### config.mk
export PLATFORM = sky130hd
export DESIGN_NAME = srwp_top
export DESIGN_NICKNAME = d
export VERILOG_FILES = /design/src/rtl/srwp_pkg.sv /design/src/rtl/srwp_top.sv
export VERILOG_INCLUDE_DIRS = /design/src /design/src/rtl
export SDC_FILE = /design/constraint.sdc
export NUM_CORES = 1
export LEC_CHECK = 0
export ABC_AREA = 1
export BUFFER_PORTS_ARGS = -buffer_cell sky130_fd_sc_hd__buf_2
export CORE_MARGIN = 2
export CORE_UTILIZATION = 56
export CTS_CLUSTER_DIAMETER = 30
export DETAILED_ROUTE_END_ITERATION = 10
export GPL_TIMING_DRIVEN = 0
export MAX_ROUTING_LAYER = met4
export PLACE_DENSITY = 0.92
export SLEW_MARGIN = 5
export SYNTH_ARGS = -nofsm -noshare
export SYNTH_HDL_FRONTEND = slang
export SYNTH_SLANG_ARGS = --single-unit
### constraint.sdc
create_clock -name ref_clk -period 4.9 [get_ports ref_clk]
set_clock_uncertainty 0.1 [all_clocks]
set_input_delay 0.98 -clock ref_clk [delete_from_list [all_inputs] [get_ports ref_clk]]
set_output_delay 0.98 -clock ref_clk [all_outputs]
set_load 0.005 [all_outputs]
### src/rtl/srwp_defines.svh
// constants for the supervisor reset and write-protect block
`ifndef SRWP_DEFINES_SVH
`define SRWP_DEFINES_SVH

`define SRWP_OFF_CTRL 12'h000
`define SRWP_OFF_STATUS 12'h004
`define SRWP_OFF_IRQ_STAT 12'h008
`define SRWP_OFF_IRQ_MASK 12'h00c
`define SRWP_OFF_HOLD0 12'h010
`define SRWP_OFF_HOLD1 12'h014
`define SRWP_OFF_HOLD2 12'h018
`define SRWP_OFF_HOLD3 12'h01c

`define SRWP_CTRL_SEL_LO 0
`define SRWP_CTRL_SEL_HI 1
`define SRWP_CTRL_BP_LO 2
`define SRWP_CTRL_BP_HI 3

`define SRWP_EV_RESET 0
`define SRWP_EV_SECOND 1
`define SRWP_EV_REJECT 2

`define SRWP_CTRL_RST 4'h0
`define SRWP_MASK_RST 3'h0

// hold times in us, counts derived at 20 MHz
`define SRWP_CLK_MHZ 20
`define SRWP_HOLD0_US 50
`define SRWP_HOLD1_US 100
`define SRWP_HOLD2_US 200
`define SRWP_HOLD3_US 400
`define SRWP_HOLD0_CYC (`SRWP_HOLD0_US * `SRWP_CLK_MHZ)
`define SRWP_HOLD1_CYC (`SRWP_HOLD1_US * `SRWP_CLK_MHZ)
`define SRWP_HOLD2_CYC (`SRWP_HOLD2_US * `SRWP_CLK_MHZ)
`define SRWP_HOLD3_CYC (`SRWP_HOLD3_US * `SRWP_CLK_MHZ)

`endif

### src/rtl/srwp_pkg.sv
// types for the supervisor reset and write-protect block
package srwp_pkg;

  typedef enum logic [1:0] {
    SRWP_POWERUP = 2'b00,
    SRWP_ASSERT = 2'b01,
    SRWP_HOLD = 2'b10,
    SRWP_RUN = 2'b11
  } srwp_state_t;

  typedef struct packed {
    logic nv;
    logic vol;
  } srwp_wreq_t;

  typedef struct packed {
    logic manual;
    logic wp;
    logic below_trip;
    logic second;
    logic supply_ok;
  } srwp_pins_t;

endpackage

### src/rtl/srwp_top.sv
// supervisor reset sequencer and write-protect gate with apb registers
`timescale 1ns/10ps
`default_nettype none
`include "srwp_defines.svh"

// Notes on behaviour
// - wp high blocks all nonvolatile writes
// - wp plus nonzero block bits blocks all writes
// - undriven wp reads as low
// - manual reset high starts reset cycle
// - hold reset after manual reset releases
// - software selects hold time by two bits
// - power-up reset held after supply stable
// - reset high while supply below trip
// - second flag follows second comparator level
// - second flag has no hold timer
// - serial data receiver always enabled
module srwp_top import srwp_pkg::*; #(
  parameter logic [15:0] HOLD0 = 16'(`SRWP_HOLD0_CYC),
  parameter logic [15:0] HOLD1 = 16'(`SRWP_HOLD1_CYC),
  parameter logic [15:0] HOLD2 = 16'(`SRWP_HOLD2_CYC),
  parameter logic [15:0] HOLD3 = 16'(`SRWP_HOLD3_CYC)
) (
  input wire logic ref_clk,
  input wire logic rst,
  input wire srwp_pins_t pins,
  input wire logic wp_driven,
  input wire logic sda_in,
  input wire srwp_wreq_t wreq,
  output srwp_wreq_t wgrant,
  output logic supply_reset,
  output logic second_monitor_flag,
  output logic sda_seen,
  output logic irq,
  input wire logic psel,
  input wire logic penable,
  input wire logic pwrite,
  input wire logic [11:0] paddr,
  input wire logic [31:0] pwdata,
  output logic [31:0] prdata,
  output logic pready,
  output logic pslverr
);

  // ---------------------------------------------------------------
  // pin synchronisers
  // ---------------------------------------------------------------
  // three stages; a change counts once stages two and three agree
  srwp_pins_t raw;
  srwp_pins_t s1_q, s2_q, s3_q, clean_q;
  logic sda1_q, sda2_q, sda3_q;

  // wp_driven low stands for the pull-down: a floating pin reads low
  always_comb begin
    raw = pins;
    raw.wp = pins.wp & wp_driven;
  end

  always_ff @(posedge ref_clk) begin
    if (rst) begin
      s1_q <= '0;
      s2_q <= '0;
      s3_q <= '0;
      clean_q <= '0;
    end else begin
      s1_q <= raw;
      s2_q <= s1_q;
      s3_q <= s2_q;
      for (int i = 0; i < $bits(srwp_pins_t); i++) begin
        if (s2_q[i] == s3_q[i]) begin
          clean_q[i] <= s3_q[i];
        end
      end
    end
  end

  // receiver sampled every cycle regardless of state
  always_ff @(posedge ref_clk) begin
    if (rst) begin
      sda1_q <= 1'b1;
      sda2_q <= 1'b1;
      sda3_q <= 1'b1;
      sda_seen <= 1'b1;
    end else begin
      sda1_q <= sda_in;
      sda2_q <= sda1_q;
      sda3_q <= sda2_q;
      if (sda2_q == sda3_q) begin
        sda_seen <= sda3_q;
      end
    end
  end

  // ---------------------------------------------------------------
  // control register
  // ---------------------------------------------------------------
  logic [3:0] ctrl_q;
  logic [2:0] irq_stat_q, irq_mask_q;
  logic wr_acc, rd_acc;
  logic [1:0] sel;
  logic [1:0] block_bits;

  // writes land only at the access edge that pready acknowledges
  assign wr_acc = psel & penable & pwrite & pready;
  assign rd_acc = psel & penable & ~pwrite;
  assign sel = ctrl_q[`SRWP_CTRL_SEL_HI:`SRWP_CTRL_SEL_LO];
  assign block_bits = ctrl_q[`SRWP_CTRL_BP_HI:`SRWP_CTRL_BP_LO];

  always_ff @(posedge ref_clk) begin
    if (rst) begin
      ctrl_q <= `SRWP_CTRL_RST;
    end else if (wr_acc && paddr == `SRWP_OFF_CTRL && !(clean_q.wp && block_bits != 2'b00)) begin
      ctrl_q <= pwdata[3:0];
    end
  end

  // ---------------------------------------------------------------
  // reset sequencer
  // ---------------------------------------------------------------
  srwp_state_t state_q;
  logic [15:0] cnt_q;
  logic [15:0] limit;
  logic force_rst;

  always_comb begin
    unique case (sel)
      2'b00: limit = HOLD0;
      2'b01: limit = HOLD1;
      2'b10: limit = HOLD2;
      2'b11: limit = HOLD3;
    endcase
  end

  assign force_rst = clean_q.manual | clean_q.below_trip;

  // hold lasts limit cycles; the output flop adds one more
  always_ff @(posedge ref_clk) begin
    if (rst) begin
      state_q <= SRWP_POWERUP;
      cnt_q <= 16'h0000;
    end else begin
      unique case (state_q)
        SRWP_POWERUP: begin
          cnt_q <= 16'h0000;
          if (clean_q.supply_ok) begin
            state_q <= SRWP_HOLD;
          end
        end
        SRWP_ASSERT: begin
          cnt_q <= 16'h0000;
          if (!force_rst) begin
            state_q <= SRWP_HOLD;
          end
        end
        SRWP_HOLD: begin
          if (force_rst) begin
            state_q <= SRWP_ASSERT;
            cnt_q <= 16'h0000;
          end else if (cnt_q + 16'h0001 >= limit) begin
            state_q <= SRWP_RUN;
          end else begin
            cnt_q <= cnt_q + 16'h0001;
          end
        end
        SRWP_RUN: begin
          if (force_rst) begin
            state_q <= SRWP_ASSERT;
          end
        end
      endcase
      if (!clean_q.supply_ok && state_q != SRWP_POWERUP) begin
        state_q <= SRWP_POWERUP;
      end
    end
  end

  always_ff @(posedge ref_clk) begin
    if (rst) begin
      supply_reset <= 1'b1;
    end else begin
      supply_reset <= (state_q != SRWP_RUN) || force_rst;
    end
  end

  // ---------------------------------------------------------------
  // second monitor and write gate
  // ---------------------------------------------------------------
  logic lock_all;
  logic rejected;

  always_ff @(posedge ref_clk) begin
    if (rst) begin
      second_monitor_flag <= 1'b0;
    end else begin
      second_monitor_flag <= clean_q.second;
    end
  end

  assign lock_all = clean_q.wp && block_bits != 2'b00;
  assign rejected = (wreq.nv && clean_q.wp) || (wreq.vol && lock_all);

  always_ff @(posedge ref_clk) begin
    if (rst) begin
      wgrant <= '0;
    end else begin
      wgrant.nv <= wreq.nv & ~clean_q.wp;
      wgrant.vol <= wreq.vol & ~lock_all;
    end
  end

  // ---------------------------------------------------------------
  // interrupts and apb
  // ---------------------------------------------------------------
  logic [2:0] ev;
  logic rst_q;
  logic sec_q;

  always_ff @(posedge ref_clk) begin
    if (rst) begin
      rst_q <= 1'b1;
      sec_q <= 1'b0;
    end else begin
      rst_q <= supply_reset;
      sec_q <= second_monitor_flag;
    end
  end

  always_comb begin
    ev = 3'h0;
    ev[`SRWP_EV_RESET] = supply_reset & ~rst_q;
    ev[`SRWP_EV_SECOND] = second_monitor_flag ^ sec_q;
    ev[`SRWP_EV_REJECT] = rejected;
  end

  // set wins over write-one-to-clear
  always_ff @(posedge ref_clk) begin
    if (rst) begin
      irq_stat_q <= 3'h0;
      irq_mask_q <= `SRWP_MASK_RST;
    end else begin
      if (wr_acc && paddr == `SRWP_OFF_IRQ_STAT) begin
        irq_stat_q <= (irq_stat_q & ~pwdata[2:0]) | ev;
      end else begin
        irq_stat_q <= irq_stat_q | ev;
      end
      if (wr_acc && paddr == `SRWP_OFF_IRQ_MASK) begin
        irq_mask_q <= pwdata[2:0];
      end
    end
  end

  always_ff @(posedge ref_clk) begin
    if (rst) begin
      irq <= 1'b0;
    end else begin
      irq <= |(irq_stat_q & irq_mask_q);
    end
  end

  // no wait state: pready rises in the first access cycle, read data with it
  always_ff @(posedge ref_clk) begin
    if (rst) begin
      pready <= 1'b0;
      pslverr <= 1'b0;
      prdata <= 32'h0000_0000;
    end else begin
      pready <= psel & ~penable;
      pslverr <= 1'b0;
      prdata <= 32'h0000_0000;
      if (psel && !penable) begin
        unique case (paddr)
          `SRWP_OFF_CTRL: prdata <= {28'h0, ctrl_q};
          `SRWP_OFF_STATUS: prdata <= {25'h0, state_q, clean_q};
          `SRWP_OFF_IRQ_STAT: prdata <= {29'h0, irq_stat_q};
          `SRWP_OFF_IRQ_MASK: prdata <= {29'h0, irq_mask_q};
          `SRWP_OFF_HOLD0: prdata <= {16'h0, HOLD0};
          `SRWP_OFF_HOLD1: prdata <= {16'h0, HOLD1};
          `SRWP_OFF_HOLD2: prdata <= {16'h0, HOLD2};
          `SRWP_OFF_HOLD3: prdata <= {16'h0, HOLD3};
          default: pslverr <= 1'b1;
        endcase
      end
    end
  end

  // ---------------------------------------------------------------
  // checks
  // ---------------------------------------------------------------
  nv_block_a: assert property (@(posedge ref_clk) disable iff (rst)
    (wreq.nv && clean_q.wp) |=> !wgrant.nv) else $error("nv write granted under wp");
  vol_block_a: assert property (@(posedge ref_clk) disable iff (rst)
    (wreq.vol && lock_all) |=> !wgrant.vol) else $error("volatile write granted when locked");
  wp_float_a: assert property (@(posedge ref_clk) disable iff (rst)
    !wp_driven [*4] |=> !clean_q.wp) else $error("floating wp seen as high");
  manual_rst_a: assert property (@(posedge ref_clk) disable iff (rst)
    $rose(clean_q.manual) |=> supply_reset) else $error("manual reset not asserted");
  hold_after_a: assert property (@(posedge ref_clk) disable iff (rst)
    (state_q == SRWP_ASSERT && !force_rst) |=> supply_reset [*2]) else $error("reset released early");
  sel_limit_a: assert property (@(posedge ref_clk) disable iff (rst)
    (state_q == SRWP_HOLD && !force_rst && $stable(sel)) |-> cnt_q < limit)
    else $error("hold count passed limit");
  powerup_a: assert property (@(posedge ref_clk) disable iff (rst)
    (state_q == SRWP_POWERUP) |=> supply_reset) else $error("reset low during power-up");
  brownout_a: assert property (@(posedge ref_clk) disable iff (rst)
    clean_q.below_trip |=> supply_reset) else $error("reset low during brown-out");
  second_flag_a: assert property (@(posedge ref_clk) disable iff (rst)
    ##1 second_monitor_flag == $past(clean_q.second)) else $error("second flag mismatch");
  irq_level_a: assert property (@(posedge ref_clk) disable iff (rst)
    |(irq_stat_q & irq_mask_q) |=> irq) else $error("interrupt not raised");
  apb_ready_a: assert property (@(posedge ref_clk) disable iff (rst)
    (psel && !penable) |=> pready) else $error("apb answer late");
  // pin, bus, gate, sequencer and interrupt checks
  nv_grant_a: assert property (@(posedge ref_clk) disable iff (rst)
    (wreq.nv && !clean_q.wp) |=> wgrant.nv) else $error("nv write refused without wp");
  vol_grant_a: assert property (@(posedge ref_clk) disable iff (rst)
    (wreq.vol && !lock_all) |=> wgrant.vol) else $error("volatile write refused unlocked");
  ctrl_lock_a: assert property (@(posedge ref_clk) disable iff (rst)
    (wr_acc && paddr == `SRWP_OFF_CTRL && lock_all) |=> $stable(ctrl_q))
    else $error("control written while locked");
  powerup_hold_a: assert property (@(posedge ref_clk) disable iff (rst)
    (state_q == SRWP_POWERUP && clean_q.supply_ok) |=> state_q == SRWP_HOLD)
    else $error("power-up hold not started");
  run_entry_a: assert property (@(posedge ref_clk) disable iff (rst)
    ($rose(state_q == SRWP_RUN) && $stable(sel)) |-> $past(cnt_q) == limit - 16'h0001)
    else $error("hold count not at limit");
  reset_fall_a: assert property (@(posedge ref_clk) disable iff (rst)
    $fell(supply_reset) |-> $past(state_q) == SRWP_RUN)
    else $error("reset released outside run");
  second_direct_a: assert property (@(posedge ref_clk) disable iff (rst)
    $changed(clean_q.second) |=> $changed(second_monitor_flag))
    else $error("second flag delayed");
  sda_live_a: assert property (@(posedge ref_clk) disable iff (rst)
    (sda2_q == sda3_q) |=> sda_seen == $past(sda3_q))
    else $error("receiver not following line");
  reject_irq_a: assert property (@(posedge ref_clk) disable iff (rst)
    rejected |=> irq_stat_q[`SRWP_EV_REJECT]) else $error("reject event lost");

  manual_cycle_c: cover property (@(posedge ref_clk) disable iff (rst)
    state_q == SRWP_ASSERT ##1 state_q == SRWP_HOLD);
  release_c: cover property (@(posedge ref_clk) disable iff (rst) $fell(supply_reset));
  reject_c: cover property (@(posedge ref_clk) disable iff (rst) rejected);
  busy_line_c: cover property (@(posedge ref_clk) disable iff (rst) supply_reset && !sda_seen);
  locked_write_c: cover property (@(posedge ref_clk) disable iff (rst) wr_acc && lock_all);

endmodule
`default_nettype wire

==> results of run 1 <==
-- state kept, by name, indices dropped and copies added (netlist names) --
name / count
sda1_q: 1
s1_q: 5
prdata: 12
irq: 1
sda2_q: 1
pready: 1
supply_reset: 1
wgrant: 2
cnt_q: 16
rst_q: 1
second_monitor_flag: 1
sda_seen: 1
s2_q: 5
ctrl_q: 4
irq_mask_q: 3
irq_stat_q: 3
pslverr: 1
state_q: 2
clean_q: 5
sda3_q: 1
sec_q: 1
s3_q: 5
-- cells in the final DEF, fill, tap and decap left out, types with 4 or more instances in the layout --
| master | n |
|---|---|
| a211oi_1 | 7 |
| buf_4 | 21 |
| dfxtp_1 | 73 |
| clkbuf_1 | 7 |
| a21oi_2 | 4 |
| or2_2 | 5 |
| nor2_1 | 71 |
| xor2_1 | 6 |
| inv_1 | 78 |
| nor3_1 | 8 |
| conb_1 | 19 |
| nand2_2 | 4 |
| buf_2 | 51 |
| o21ai_0 | 12 |
| clkbuf_8 | 9 |
| nand3_1 | 30 |
| nand4_1 | 8 |
| inv_2 | 5 |
| nand2_1 | 89 |
| ha_1 | 10 |
| a21oi_1 | 34 |
-- path summary, 6_finish.rpt --
path	slack, ns	start	cells past startpoint	to
max reg2reg	2.16	cnt_q[0]	21	cnt_q[5]
max	2.16	cnt_q[0]	21	cnt_q[5]
min	0.31	s1_q[4]	2	s2_q[4]
min reg2reg	0.31	s1_q[4]	2	s2_q[4]
-- layout make-up --
type | instances | area, um2
well taps | 77 | 96.34
multi-input cells | 330 | 1649
clock buffers | 9 | 123.9
clock inverters | 7 | 83.83
fillers | 516 | 2054
flip-flops and latches | 73 | 1461
repair buffers | 50 | 250.2
plain buffers | 33 | 246.5
inverters | 83 | 311.5
-- worst reg2reg max path, delay by kind of cell (launching register included) --
family	cells	cell delay [ns]
AO/OA/AOI/OAI	2	0.24
adder cells (fa/ha/maj)	2	0.46
flip-flops	1	0.41
AND/OR/NAND/NOR	15	1.22
buffers and inverters	2	0.24
-- cells by family after synthesis --
logic type | count (synthesis) | synth area share
compound gates | 67 | 0.1081
xor+xnor | 9 | 0.02189
fa+ha+maj | 10 | 0.03475
buf+inv | 116 | 0.1550
flops | 73 | 0.4058
other cells | 1 | 0.001041
simple gates | 225 | 0.2735
-- Yosys cell counts (all sizes together) --
| cell type | number | area share |
|---|---|---|
| conb | 1 | 0.0010 |
| clkbuf | 7 | 0.0073 |
| inv | 83 | 0.087 |
| and2 | 1 | 0.0017 |
| a211oi | 7 | 0.015 |
| a31oi | 1 | 0.0017 |
| o22ai | 3 | 0.0052 |
| o31ai | 1 | 0.0021 |
| nor2 | 76 | 0.085 |
| o221ai | 3 | 0.0073 |
| o21ai | 13 | 0.018 |
| nor3b | 1 | 0.0021 |
| ha | 10 | 0.035 |
| a21o | 1 | 0.0021 |
| nand3 | 31 | 0.044 |
| nand4 | 8 | 0.014 |
| xnor2 | 3 | 0.0073 |
| xor2 | 6 | 0.015 |
| nor3 | 8 | 0.011 |
| or2 | 5 | 0.0087 |
| dfxtp | 73 | 0.41 |
| a21oi | 38 | 0.057 |
| nand2 | 95 | 0.11 |
| buf | 26 | 0.061 |
-- power groups by stage --
| stage | sequential [mW] | combinational, mW | clock, mW |
|---|---|---|---|
| after floorplan | 0.617 | 0.0388 | 0 |
| after global placement | 0.617 | 0.0593 | 0 |
| after detailed placement | 0.617 | 0.0615 | 0 |
| after CTS | 0.603 | 0.0622 | 0.498 |
| after global routing | 0.604 | 0.0705 | 0.528 |
| final | 0.603 | 0.0631 | 0.491 |
-- metrics by stage --
stage | cells | utilization | hold slack [ns]
after global routing | 662 | 0.6727 | 0.3269
final | 662 | 0.6727 | 0.3119
after global placement | 646 | 0.6396 | 0.2890
after floorplan | 519 | - | 0.2883
after CTS | 662 | 0.6727 | 0.3126
after detailed placement | 646 | 0.6396 | 0.2951
-- metal layers --
metal  GRT usage  vias to the layer above
li1            -                     1694
met1      0.2717                     1546
met2      0.4423                      177
met3     0.06293                       32
met4      0.1217                        0
met5           -                        -
==> impl_metrics.toml, run 1 <==
[final_layout]
syn_to_final_growth_pct = 17.27
fin_nets = 648
insertedDiodeCount = 0
drive_gt1_frac = 0.2017
stdcell_area_um2 = 4223

[sta]
final_hold_viol_count = 0
finalSetupViolations = 0
slew_viol_final = 0
max_freq_ghz = 0.3648
fin_setup_tns_ns = 0
worst_slack_ns = 2.159
min_period_ns = 2.741
fin_crit_sh = 0.5594
rsz0062_at_grt = "no"

[global_routing]
grt_remaining_overflow = 0
grt_antenna_before_repair = 0
grt_max_degree = 16
grt_usage = 0.2551
grt_first_pass_wirelength_mm = 14.30
grt_pass1_vias = 3372

[hold_path]
hold_path_class = "reg2reg"

[power_and_ir_drop]
p_seq_frac = 0.521
comb_power_share = 0.054
finalPower_mw = 1.158
p_per_area_nw_per_um2 = 274.2
p_int_mw = 0.8722
switchingPower_mw = 0.2856
sw_frac_of_total = 0.2466
clkPwrFrac = 0.424
peakVddDrop_mv = 0.2552
p_leak_nw = 2.121

[placement]
place_ws_ns = 2.161
dp.final_hpwl_mm = 6.170
place_area_um2 = 4015
place.gp.congestion = 0.9952
port-buffer-count = 50

[clocking]
root_buffer = "clkbuf_8"
cts_resized = 0
post_cts_buffers = 0
cts_tree = "done"
cts_buffer_depth = 2
clkTransAtPathRegs_ns = 0.09
numCtsBuffers = 9
htree_levels = 3
cts.hold.buffers_added = 0
cts_sinks = 73
clk_latency_ns = 0.35

[setup_path]
slowest_delay_ns = 0.41
worst-path-buf-inv = 2
cp_data_required_time_ns = 5.05
path_max_fanout = 10
arrival_ns = 2.89
slowest_stage = "dfxtp_1"
end_kind = "register"
path_cells = "ha_1 > nand2_2 > inv_2 > nand2_1 > nor2_2 > nor2_1 > a21oi_1 > ha_1 > nand2_1 > nor2_1 > nor2_1 > nand2_1 > nand2_1 > o21ai_1 > nand2_1 > nand2_2 > nand2_4 > buf_8 > nand3_1 > nand2_1 > nor2_1"
crit_type = "reg2reg"
cp-start-kind = "register"
cpMostUsedCell = "nand2_1"
critPathTopFamily = "simple AND/OR/NAND/NOR gates"

[floorplanning]
fp.dieH_um = 84.19
die_w_um = 84.19
fp.coreArea_um2 = 6277
rows = 29
die_area_um2 = 7088
initial_core_util = 0.5736
pin_count = 98

[outcome]
outcome = "finished, final reports clean"

[routing]
routedWlPerCell_um = 12.57
first_iter_violations = 318
ant_nets = 0
vias = 3449
wl_met3_um = 640
top_layer_used = "met4"
vias_per_cell = 5.210
met1_length_mm = 3.180
dr.pass1.iters = 5
wl_mm = 8.320
route.met2.wl_mm = 4.271
drc = 0

[yosys]
yosys_warnings = 0
ys_seq_elements = 73
yosysUniqueCellTypes = 36
seq_area_frac_synth = 0.4058
synthCells = 501
synth_area_um2 = 3601
avgSynthCellArea_um2 = 7.188

[flow_run]
maxCapViolations = 0
No activity file was read; power rests on OpenSTA's default activity.
==> run 2: changes to the inputs <==
--- a/config.mk
+++ b/config.mk
@@ -6,15 +6,15 @@
 export SDC_FILE = /design/constraint.sdc
 export NUM_CORES = 1
 export LEC_CHECK = 0
-export ABC_AREA = 1
+export ABC_AREA = 0
 export BUFFER_PORTS_ARGS = -buffer_cell sky130_fd_sc_hd__buf_2
 export CORE_MARGIN = 2
-export CORE_UTILIZATION = 56
+export CORE_UTILIZATION = 52
 export CTS_CLUSTER_DIAMETER = 30
 export DETAILED_ROUTE_END_ITERATION = 10
 export GPL_TIMING_DRIVEN = 0
 export MAX_ROUTING_LAYER = met4
-export PLACE_DENSITY = 0.92
+export PLACE_DENSITY = 0.88
 export SLEW_MARGIN = 5
 export SYNTH_ARGS = -nofsm -noshare
 export SYNTH_HDL_FRONTEND = slang
==> constraint.sdc (replaced) <==
create_clock -name ref_clk -period 2.6 [get_ports ref_clk]
set_clock_uncertainty 0.1 [all_clocks]
set_input_delay 0.52 -clock ref_clk [delete_from_list [all_inputs] [get_ports ref_clk]]
set_output_delay 0.52 -clock ref_clk [all_outputs]
set_load 0.005 [all_outputs]
==> impl_metrics.toml, run 2 <==
[final_layout]
stdcell_area_um2 = 4492
insertedDiodeCount = 0
mostFrequentLayoutCell = "dfxtp_1"
largest_reg_flops = 16
syn_to_final_growth_pct = 33.06
fill_cells = 442
top_regs = "cnt_q: 16 flops, prdata: 12 flops"
final_cells = 560
top_register = "cnt_q"
fin_nets = 546
drive_gt1_frac = 0.3623
mostFrequentLayoutCells = "67 x dfxtp_1, 49 x buf_2, 49 x buf_4, 28 x nor2_1, 27 x nand2_1"

[setup_path]
critPathTopFamily = "compound AO/OA/AOI/OAI gates"
path_depth = 13
cpMostUsedCell = "buf_6"
slowest_delay_ns = 0.37
path_cells = "and3_4 > buf_6 > nand3_4 > xor2_4 > inv_2 > ha_4 > nand3_2 > or3_1 > a31o_1 > o21a_1 > buf_6 > a21oi_4 > a22o_1"
worst-path-buf-inv = 3
path_max_fanout = 5
arrival_ns = 3.10
slowest_stage = "dfxtp_4"
cp_data_required_time_ns = 2.78
crit_type = "reg2reg"
end_kind = "register"
cp-start-kind = "register"
r2r_cells = 13

[yosys]
synth_area_leader_cell = "dfxtp_1"
yosysMostFrequentCell = "dfxtp_1"
ys_seq_elements = 73
avgSynthCellArea_um2 = 9.173
synthTopCellsByArea = "dfxtp_1 43%, buf_4 4.9%, ha_1 3.7%"
synth_area_um2 = 3376
synth_common_cells = "73 x dfxtp_1, 29 x nand2_1, 29 x nor2_1"
synth_top_area_share = 0.4329
ys.flop_type = "dfxtp_1"
synth-edff-count = 0
async_flop_share = 0
synthCells = 368
yosys_warnings = 0
yosysUniqueCellTypes = 52
seq_area_frac_synth = 0.4329

[clocking]
cts_buffer_depth = 2
htree_levels = 3
clkTransAtPathRegs_ns = 0.08
root_buffer = "clkbuf_8"
cts_sinks = 73
clk_latency_ns = 0.34
numCtsBuffers = 9
cts.hold.buffers_added = 0
cts_tree = "done"

[power_and_ir_drop]
clkPwrFrac = 0.414
p_seq_frac = 0.539
peakVddDrop_mv = 0.4911
p_leak_nw = 2.003
finalPower_mw = 2.103
sw_frac_of_total = 0.2292
switchingPower_mw = 0.4819
comb_power_share = 0.048
p_int_mw = 1.621
p_per_area_nw_per_um2 = 468.1

[global_routing]
grt_usage = 0.2371
grt_first_pass_wirelength_mm = 13.24
grt_antenna_before_repair = 0
grt_max_degree = 14
grt_remaining_overflow = 0
grt_pass1_vias = 2944

[placement]
placedCellCount = 511
dp.final_hpwl_mm = 5.437
place_area_um2 = 3836
place.gp.congestion = 0.9241
port-buffer-count = 48

[sta]
rsz0062_at_grt = "yes"
fin_crit_sh = 1.122
slew_viol_final = 0
worst_slew_pin_slew_ns = 0.8556
final_hold_viol_count = 0
max_freq_ghz = 0.3427
whs_ns = 0.2621
finalSetupViolations = 17
fin_setup_tns_ns = -4.227
min_period_ns = 2.918
worst_slack_ns = -0.3176
relSlewSlack = 0.4243

[floorplanning]
initial_core_util = 0.5347
die_w_um = 84.57
fp.dieH_um = 84.57
fp.coreArea_um2 = 6314
pin_count = 98
rows = 29
die_area_um2 = 7152

[routing]
routedWlPerCell_um = 15.83
dr.pass1.iters = 6
wl_mm = 8.865
ant_nets = 0
drc = 0
vias = 3146
vias_per_cell = 5.618
first_iter_violations = 334

[hold_path]
hold_path_class = "in2reg"
hold_depth = 2

[outcome]
outcome = "finished, violations left"
violations = "setup timing"

[flow_run]
maxCapViolations = 0
run 2: cell types whose count changed after synthesis, moves of 6 or more:
| cell | change |
|---|---|
| nand3_1 | -19 |
| nor2_1 | -42 |
| nor4_1 | +6 |
| nor2b_1 | +20 |
| a31oi_1 | +6 |
| a21o_1 | +6 |
| nand2_1 | -60 |
| a21oi_1 | -19 |
| a211oi_1 | -6 |
| and3_1 | +7 |
| mux2i_1 | +8 |
| inv_1 | -67 |
run 2: final timing paths:
| kind | slack (ns) | end | from |
|---|---|---|---|
| worst min-delay path | 0.26 | sda1_q | sda_in |
| worst max-delay path | -0.32 | cnt_q[4] | cnt_q[4] |
| worst min register to register | 0.32 | sda2_q | sda1_q |
| worst max register to register | -0.32 | cnt_q[4] | cnt_q[4] |
run 2: timing repair:
item | in CTS | in global routing
buffers inserted | 23 | 11
cloned | 2 | 0
pin swaps | 24 | 21
resized for setup | 26 | 20
setup endpoints to repair | 17 | 17
run 2: layout make-up:
type	count	area (um2)	share of cell area
Buffer	36	241.5	0.05376
Clock buffer	9	123.9	0.02758
Clock inverter	7	70.07	0.01560
Inverter	11	41.29	0.009192
Multi-Input combinational cell	265	1926	0.4287
Sequential cell	73	1479	0.3292
Tap cell	77	96.34	0.02145
Timing Repair Buffer	82	514.2	0.1145
run 2: per-stage QoR:
step	utilization	setup slack [ns]
3_3_place_gp	0.6076	-0.4398
2_1_floorplan	-	-0.08531
4_1_cts	0.6839	-0.2575
5_1_grt	0.7115	-0.3857
3_5_place_dp	0.6076	-0.5012
6_report	0.7115	-0.3176
run 2: kinds of logic after synthesis:
| kind of cell | count (synthesis) | share of synthesized area |
|---|---|---|
| buf+inv | 49 | 0.08636 |
| mux | 13 | 0.05041 |
| simple gates | 149 | 0.2409 |
| compound gates | 65 | 0.1305 |
| xor+xnor | 8 | 0.02076 |
| other cells | 1 | 0.001111 |
| fa+ha+maj | 10 | 0.03706 |
| flops | 73 | 0.4329 |
run 2: routing by layer:
metal,GRT usage,vias up,routed length (um),part of all wire
met1,0.2684,1486,3339,0.38
met2,0.4080,146,4605,0.52
met3,0.04621,34,652,0.074
met5,-,-,0,0
li1,-,1480,-,-
met4,0.09957,0,267,0.030
run 2: power groups by stage:
| stage | clock (mW) | sequential, mW | combinational [mW] |
|---|---|---|---|
| 2_1_floorplan | 0 | 1.16 | 0.0616 |
| 3_3_place_gp | 0 | 1.16 | 0.0943 |
| 3_5_place_dp | 0 | 1.16 | 0.0966 |
| 4_1_cts | 0.881 | 1.13 | 0.0968 |
| 5_1_grt | 0.926 | 1.13 | 0.110 |
| 6_report | 0.870 | 1.13 | 0.0999 |
run 2: worst reg2reg max path: stages (launching register included):
cell     delay [ns]
dfxtp_4        0.37
and3_4         0.24
buf_6          0.12
nand3_4        0.09
xor2_4         0.16
inv_2          0.06
ha_4           0.27
nand3_2        0.08
or3_1          0.32
a31o_1         0.25
o21a_1         0.23
buf_6          0.15
a21oi_4        0.23
a22o_1         0.19
